File: src/inc/rfw_pkg.sv
package rfw_pkg;
  // ==========================================================
  // Register map
  localparam logic [3:0] ADDR_ALARM_MIN  = 4'hB;
  localparam logic [3:0] ADDR_ALARM_HOUR = 4'hC;
  localparam logic [7:0] MIN_MASK        = 8'h7F;
  localparam logic [7:0] HOUR_MASK       = 8'h3F;
  localparam int         HOUR_PM_BIT     = 5;
  localparam int         MIN_TENS_LSB    = 4;
  // ==========================================================
  // Transfer formats
  localparam logic [3:0] FMT_WR_SINGLE = 4'h8;
  localparam logic [3:0] FMT_WR_BURST  = 4'h0;
  localparam logic [3:0] FMT_RD_SINGLE = 4'hC;
  localparam logic [3:0] FMT_RD_BURST  = 4'h4;
  localparam int         BYTE_BITS     = 8;
  localparam int         FIFO_DEPTH    = 8;
  // ==========================================================
  // Types
  typedef enum logic [1:0] {
    RFW_CMD   = 2'b00,
    RFW_WRITE = 2'b01,
    RFW_READ  = 2'b10,
    RFW_IDLE  = 2'b11
  } rfw_state_t;

  typedef struct packed {
    logic [3:0] addr;
    logic [7:0] data;
  } rfw_wr_t;

  typedef struct packed {
    logic sclk;
    logic cs;
    logic sdi;
  } rfw_pins_t;
endpackage

File: src/rfw_fifo.sv
`timescale 1ns/1ns
module rfw_fifo #(
  parameter int WIDTH = 12,
  parameter int DEPTH = 8
) (
  // Clock and reset
  input  wire logic             clk,
  input  wire logic             rst,
  // Fill side
  input  wire logic             inValid,
  output wire logic             inReady,
  input  wire logic [WIDTH-1:0] inData,
  // Drain side
  output wire logic             outValid,
  input  wire logic             outReady,
  output wire logic [WIDTH-1:0] outData
);
  localparam int AW = $clog2(DEPTH);
  logic [WIDTH-1:0] mem [DEPTH];
  logic [AW-1:0]    wrPtr_r;
  logic [AW-1:0]    rdPtr_r;
  logic [AW:0]      count_r;
  logic             push;
  logic             pop;

  assign inReady  = (count_r != (AW+1)'(DEPTH));
  assign outValid = (count_r != '0);
  assign push     = inValid && inReady;
  assign pop      = outValid && outReady;
  assign outData  = mem[rdPtr_r];

  always_ff @(posedge clk) begin
    if (push) begin
      mem[wrPtr_r] <= inData;
    end
  end

  always_ff @(posedge clk or posedge rst) begin
    if (rst) begin
      wrPtr_r <= '0;
      rdPtr_r <= '0;
      count_r <= '0;
    end else begin
      if (push) begin
        wrPtr_r <= wrPtr_r + 1'b1;
      end
      if (pop) begin
        rdPtr_r <= rdPtr_r + 1'b1;
      end
      count_r <= count_r + (AW+1)'(push) - (AW+1)'(pop);
    end
  end
endmodule

File: src/rfw_serial_port.sv
`timescale 1ns/1ns
// Behaviour
// - Alarm hour bit 5 is PM flag in 12h mode, tens bit in 24h.
// - 12h mode: midnight reads 12, noon reads 32.
// - Alarm values indefinite at power-on (reset clears both to zero here); unused upper bits read zero.
// - Clock low at select rise: output on rise, sample on fall.
// - Clock high at select rise: output on fall, sample on rise.
// - Session runs while select high; select low aborts partial byte.
// - All traffic is whole bytes, most significant bit first.
// - Command upper four bits load the address pointer.
// - Command lower four bits store the transfer format.
// - Format 8h writes the next byte at the head address.
// - After single write, next byte is a new command.
// - Format 0h writes every following byte at the pointer.
// - Bursts increment pointer per byte, wrapping Fh to 0h.
// - Bursts continue until select goes low.
// - Format Ch shifts the head address byte out.
// - After single read, a further command byte is accepted.
// - Format 4h shifts successive bytes out from head address.
// - Minute register: bits 6-4 tens, 3-0 units, bit 7 zero.
module rfw_serial_port
  import rfw_pkg::*;
(
  // Clock and reset
  input  wire logic       clk,
  input  wire logic       rst,
  // Serial pins
  input  wire logic       chipSelect,
  input  wire logic       serialClock,
  input  wire logic       serialIn,
  output wire logic       serialOut,
  output wire logic       serialOutOe_n,
  // Alarm values for the compare logic
  output wire logic [6:0] alarmMinute,
  output wire logic [5:0] alarmHour,
  output wire logic       alarmPmFlag,
  // Write-queue status
  output wire logic       wrQueueFull
);
  import rfw_pkg::*;

  // ==========================================================
  // Pin synchronisers
  rfw_pins_t pinsMeta_r;
  rfw_pins_t pins_r;
  logic      sclkPrev_r;
  logic      csPrev_r;

  always_ff @(posedge clk or posedge rst) begin
    if (rst) begin
      pinsMeta_r <= '0;
      pins_r     <= '0;
      sclkPrev_r <= 1'b0;
      csPrev_r   <= 1'b0;
    end else begin
      pinsMeta_r <= '{sclk: serialClock, cs: chipSelect, sdi: serialIn};
      pins_r     <= pinsMeta_r;
      sclkPrev_r <= pins_r.sclk;
      csPrev_r   <= pins_r.cs;
    end
  end

  logic csRise;
  logic sclkRise;
  logic sclkFall;
  assign csRise   = pins_r.cs && !csPrev_r;
  assign sclkRise = pins_r.sclk && !sclkPrev_r;
  assign sclkFall = !pins_r.sclk && sclkPrev_r;

  // ==========================================================
  // Edge mode, latched at each session start
  logic polHigh_r;
  always_ff @(posedge clk or posedge rst) begin
    if (rst) begin
      polHigh_r <= 1'b0;
    end else if (csRise) begin
      polHigh_r <= pins_r.sclk;
    end
  end

  logic sampleEdge;
  logic shiftEdge;
  logic active;
  assign active     = pins_r.cs && !csRise;
  assign sampleEdge = active && (polHigh_r ? sclkRise : sclkFall);
  assign shiftEdge  = active && (polHigh_r ? sclkFall : sclkRise);

  // ==========================================================
  // Receive shifter
  logic [2:0] bitCnt_r;
  logic [6:0] rxShift_r;
  logic       byteDone;
  logic [7:0] rxByte;
  assign byteDone = sampleEdge && (bitCnt_r == 3'h7);
  assign rxByte   = {rxShift_r, pins_r.sdi};

  always_ff @(posedge clk or posedge rst) begin
    if (rst) begin
      bitCnt_r  <= '0;
      rxShift_r <= '0;
    end else if (!pins_r.cs || csRise) begin
      bitCnt_r  <= '0;
    end else if (sampleEdge) begin
      bitCnt_r  <= bitCnt_r + 3'h1;
      rxShift_r <= rxByte[6:0];
    end
  end

  // ==========================================================
  // Command decode and pointer
  rfw_state_t state_r;
  rfw_state_t state_nxt;
  logic [3:0] addrPtr_r;
  logic [3:0] format_r;
  logic       burst;
  assign burst = (format_r == FMT_WR_BURST) || (format_r == FMT_RD_BURST);

  always_comb begin
    state_nxt = state_r;
    case (state_r)
      RFW_CMD: begin
        if (byteDone) begin
          case (rxByte[3:0])
            FMT_WR_SINGLE,
            FMT_WR_BURST:  state_nxt = RFW_WRITE;
            FMT_RD_SINGLE,
            FMT_RD_BURST:  state_nxt = RFW_READ;
            default:       state_nxt = RFW_IDLE;
          endcase
        end
      end
      RFW_WRITE,
      RFW_READ: begin
        if (byteDone && !burst) begin
          state_nxt = RFW_CMD;
        end
      end
      RFW_IDLE: state_nxt = RFW_IDLE;
      default:  state_nxt = RFW_CMD;
    endcase
    if (!pins_r.cs || csRise) begin
      state_nxt = RFW_CMD;
    end
  end

  always_ff @(posedge clk or posedge rst) begin
    if (rst) begin
      state_r <= RFW_CMD;
    end else begin
      state_r <= state_nxt;
    end
  end

  always_ff @(posedge clk or posedge rst) begin
    if (rst) begin
      addrPtr_r <= '0;
      format_r  <= '0;
    end else if (byteDone && state_r == RFW_CMD) begin
      addrPtr_r <= rxByte[7:4];
      format_r  <= rxByte[3:0];
    end else if (byteDone && burst &&
                 (state_r == RFW_WRITE || state_r == RFW_READ)) begin
      addrPtr_r <= addrPtr_r + 4'h1;
    end
  end

  // ==========================================================
  // Write queue into the register file
  rfw_wr_t wrIn;
  rfw_wr_t wrOut;
  logic    wrValid;
  logic    wrReady;
  logic    qValid;
  assign wrIn    = '{addr: addrPtr_r, data: rxByte};
  assign wrValid = byteDone && (state_r == RFW_WRITE);

  rfw_fifo #(
    .WIDTH ($bits(rfw_wr_t)),
    .DEPTH (FIFO_DEPTH)
  ) u_wr_fifo (
    .clk      (clk),
    .rst      (rst),
    .inValid  (wrValid),
    .inReady  (wrReady),
    .inData   (wrIn),
    .outValid (qValid),
    .outReady (1'b1),
    .outData  (wrOut)
  );
  // Drains one per cycle; a byte takes many cycles, so it never fills
  assign wrQueueFull = !wrReady;

  // ==========================================================
  // Alarm registers
  logic [7:0] alarmMin_r;
  logic [7:0] alarmHour_r;

  // Power-on contents are indefinite by nature; cleared here to be defined
  always_ff @(posedge clk or posedge rst) begin
    if (rst) begin
      alarmMin_r  <= '0;
      alarmHour_r <= '0;
    end else if (qValid) begin
      if (wrOut.addr == ADDR_ALARM_MIN) begin
        alarmMin_r  <= wrOut.data & MIN_MASK;
      end
      if (wrOut.addr == ADDR_ALARM_HOUR) begin
        alarmHour_r <= wrOut.data & HOUR_MASK;
      end
    end
  end

  // Hour stored raw, so 12 and 32 encodings pass unchanged
  assign alarmHour   = alarmHour_r[5:0];
  assign alarmPmFlag = alarmHour_r[HOUR_PM_BIT];
  assign alarmMinute = alarmMin_r[6:0];

  function automatic logic [7:0] readReg(input logic [3:0] a);
    case (a)
      ADDR_ALARM_MIN:  readReg = alarmMin_r & MIN_MASK;
      ADDR_ALARM_HOUR: readReg = alarmHour_r & HOUR_MASK;
      default:         readReg = 8'h00;
    endcase
  endfunction

  // ==========================================================
  // Transmit shifter
  logic [7:0] txShift_r;
  logic       txOn_r;
  logic       loadTx;
  logic [3:0] loadAddr;
  assign loadAddr = (state_r == RFW_CMD) ? rxByte[7:4] : addrPtr_r + 4'h1;
  assign loadTx   = byteDone &&
                    ((state_r == RFW_CMD &&
                      (rxByte[3:0] == FMT_RD_SINGLE ||
                       rxByte[3:0] == FMT_RD_BURST)) ||
                     (state_r == RFW_READ && format_r == FMT_RD_BURST));

  always_ff @(posedge clk or posedge rst) begin
    if (rst) begin
      txShift_r <= '0;
      txOn_r    <= 1'b0;
    end else if (!pins_r.cs || csRise) begin
      txOn_r    <= 1'b0;
    end else if (loadTx) begin
      txShift_r <= readReg(loadAddr);
      txOn_r    <= 1'b0;
    end else if (state_r == RFW_READ && shiftEdge) begin
      // First shift edge presents the MSB, later edges advance
      if (txOn_r) begin
        txShift_r <= {txShift_r[6:0], 1'b0};
      end
      txOn_r <= 1'b1;
    end else if (state_r != RFW_READ) begin
      txOn_r <= 1'b0;
    end
  end

  assign serialOut     = txOn_r ? txShift_r[7] : 1'b0;
  assign serialOutOe_n = !txOn_r;
endmodule

File: config.mk
export PLATFORM = sky130hd
export DESIGN_NAME = rfw_serial_port
export DESIGN_NICKNAME = d
export VERILOG_FILES = /design/src/inc/rfw_pkg.sv /design/src/rfw_fifo.sv /design/src/rfw_serial_port.sv
export SDC_FILE = /design/constraint.sdc
export NUM_CORES = 1
export LEC_CHECK = 0
export BUFFER_PORTS_ARGS = -buffer_cell sky130_fd_sc_hd__buf_2
export CAP_MARGIN = 15
export CORE_AREA = 2 2 146 148
export CTS_CLUSTER_DIAMETER = 120
export DETAILED_ROUTE_END_ITERATION = 10
export DIE_AREA = 0 0 148 150
export SLEW_MARGIN = 20
export SYNTH_ARGS = -nofsm -noshare
export SYNTH_HDL_FRONTEND = slang
export SYNTH_SLANG_ARGS = --single-unit
File: constraint.sdc
create_clock -name clk -period 4.31 [get_ports clk]
set_clock_uncertainty 0.1 [all_clocks]
set_input_delay 0.862 -clock clk [delete_from_list [all_inputs] [get_ports clk]]
set_output_delay 0.862 -clock clk [all_outputs]
set_load 0.02 [all_outputs]
==> reports/qor.yml <==
sta:
  hold_slack_ns: 0.246
  hold_viol_final: 0
  tightest_slew_ns: 1.02
  finalCriticalPeriod_ns: 2.89
  period_share_pct: 67.2
  slew_viol_final: 0
  rsz0062_at_grt: "false"
  setup_tns_ns: 0
  setup_violations: 0
  layout_setup_ws_ns: 1.42
  fmax_ghz: 0.346
  max_slew_margin_pct: 32.0
grt:
  grt_pass1_vias: 3381
  grt_max_degree: 37
  grt_pass1_wl_um: 19500
  antenna_found_initial: 0
  grt_usage_pct: 11.7
  gr-total-overflow: 0
critical_path:
  crit_chain: "and3b_1, o211a_1, nand3_1, inv_1, nand2b_1, nor2_1"
  required_ns: 4.25
  r2r_slack_ns: 1.42
  rr_endpoint: "u_wr_fifo.mem[2][11]"
  critPathLaunchType: "flop"
  arrival_ns: 2.83
  path_buf_inv: 1
  worst-path-max-fanout: 13
  critical_path.reg2reg.startpoint: "pins_r[2]"
  reg2regPathDepth: 6
  critPathSlowestCell: "nor2_1"
  setup.worst_path.class: "reg -> reg"
  end_kind: "flop"
  path_delay_family: "simple AND/OR/NAND/NOR gates"
  cp.depth: 6
  slowest_delay_ns: 0.81
synth:
  synthCells: 399
  synth-compound-area-share_pct: 3.97
  ys_top_cells_by_area: "edfxtp_1 (41%), dfrtp_1 (24%), mux4_1 (6.1%)"
  synth_flop_cell: "edfxtp_1"
  ys_seq_elements: 149
  ys_types: 51
  synthAdderAreaFrac_pct: 3.20
  synth.largest_area_cell: "edfxtp_1"
  synthArstFlopShare_pct: 40.9
  synthXorXnorAreaFrac_pct: 1.08
  ys_warn_count: 0
  synth.yosys.seq_area_share_pct: 64.3
  syn_nets: 420
  synthSimpleGateAreaFrac_pct: 7.02
  synth_edf_count: 88
  synth.area.mux_share_pct: 18.1
  synth_top_family_by_area: "multiplexers"
  syn_area_per_cell_um2: 16.3
  synth_top_area_share_pct: 40.7
  netlist_area_um2: 6490
power_and_ir_drop:
  clock_power_share_pct: 34.8
  finalPower_mw: 4.46
  seqPwrFrac_pct: 43.2
  internal_power_mw: 3.16
  comb_power_share_pct: 21.9
  p_per_area_nw_per_um2: 593
  switching_share_pct: 29.2
  switchingPower_mw: 1.30
  ir_worst_vdd_mv: 0.286
  power.leakage_nw: 3.03
min_path:
  min_path_type: "reg -> reg"
  hold_path_end: "pins_r[2]"
  min_from: "pinsMeta_r[2]"
  hold-path-cell-count: 0
drt:
  vias: 3426
  wirelength_um: 12400
  viasPerCell: 4.76
  routed.top_layer: "met4"
  wl_met2_um: 6090
  drt-initial-drc-count: 217
  wl_met3_um: 370
  drtAntennaViolNets: 0
  first_pass_iters: 4
  drc: 0
  m1WireLength_um: 5780
  wl_per_cell_um: 17.3
cells_and_area:
  layout.cells.most_common: "edfxtp_1"
  seq_area_um2: 4170
  layout.nets: 453
  multiInputGateArea_um2: 2180
  diodes: 0
  drive_gt1_share_pct: 25.6
  area_growth_syn_to_layout_pct: 15.9
  fin_util_pct: 36.3
  final_cell_mix: "edfxtp_1 (88), dfrtp_1 (61), mux2_2 (30)"
  stdcell_area_um2: 7520
  fillCellCount: 1947
  fin_cells: 720
place:
  gp_congestion: 0.754
  dp_hpwl_um: 8600
  pre_cts_slack_ns: 1.32
  placed_cells: 688
  placed_area_um2: 6880
  port_buffers: 21
status:
  outcome: "completed"
clock_tree:
  h-tree-depth: 4
  cts_sinks: 149
  cts_buffers: 17
  cts_resized: 0
  cts_hold_buffers: 0
  clk_latency_ns: 0.42
  cts.reportedPaths.clkPinSlew_ns: 0.06
  cts_buffer_depth: 2
  post-cts-setup-buffers: 0
  clock-root-buffer: "clkbuf_16"
  cts_tree: "done"
floorplanning:
  core_area_um2: 20700
  rows: 53
  start_util_pct: 31.4
  die_area_um2: 22200
  io_pins: 22
  die-height_um: 150
  die_w_um: 148
flow_run:
  cap_violations: 0
-- per-layer routing --
metal / vias to the layer above / GRT usage, %
li1: 1593 / -
met1: 1752 / 15.7
met2: 69 / 18.8
met3: 12 / 2.65
met4: 0 / 4.24
met5: - / 0
-- cell usage after synthesis, types with 13 or more instances --
cell      count
mux2_2       30
nand2_1      19
edfxtp_1     88
o21ai_0      13
dfrtp_1      61
ha_1         15
mux2i_1      16
mux4_1       15
nor2_1       19
inv_1        16
a21oi_1      15
-- flip-flops by register name, summed over array words and instances, names as in the netlist, 4 cells and up --
register,count
format_r,4
u_wr_fifo.count_r,4
txShift_r,8
u_wr_fifo.mem,88
alarmHour_r,6
alarmMin_r,7
addrPtr_r,4
rxShift_r,7
-- how the worst max path moves through the flow --
stage	start	to	slack [ns]
after floorplan	polHigh_r	u_wr_fifo.mem[0][0]	1.70
after global routing	pins_r[2]	u_wr_fifo.mem[2][4]	1.15
final	pins_r[2]	u_wr_fifo.mem[2][11]	1.42
after detailed placement	pins_r[2]	u_wr_fifo.mem[5][6]	1.32
after CTS	pins_r[2]	u_wr_fifo.mem[5][2]	1.31
after global placement	pins_r[2]	u_wr_fifo.mem[5][4]	1.44
-- cell families after synthesis --
kind of cell | Yosys count
flip-flops | 149
AND/OR/NAND/NOR | 81
multiplexers | 76
AO/OA/AOI/OAI | 41
buffers and inverters | 28
adder cells (fa/ha/maj) | 16
XOR/XNOR | 8
-- final cells by class --
cell class / count / area share [%]
sequential: 149 / 55.5
clock inverter: 15 / 2.68
inverter: 16 / 0.799
clock buffer: 17 / 5.66
timing repair buffer: 26 / 1.90
multi-input combinational: 222 / 28.9
tap: 275 / 4.58
-- power groups by stage --
stage                     clock network (mW)  registers (mW)  logic [mW]
final                                   1.55            1.93       0.979
after global routing                    1.64            1.96        1.06
after CTS                               1.58            1.93        1.00
after detailed placement                   0            1.96       0.996
after global placement                     0            1.95       0.983
after floorplan                            0            1.90       0.777
(Power assumes the default switching activity.)
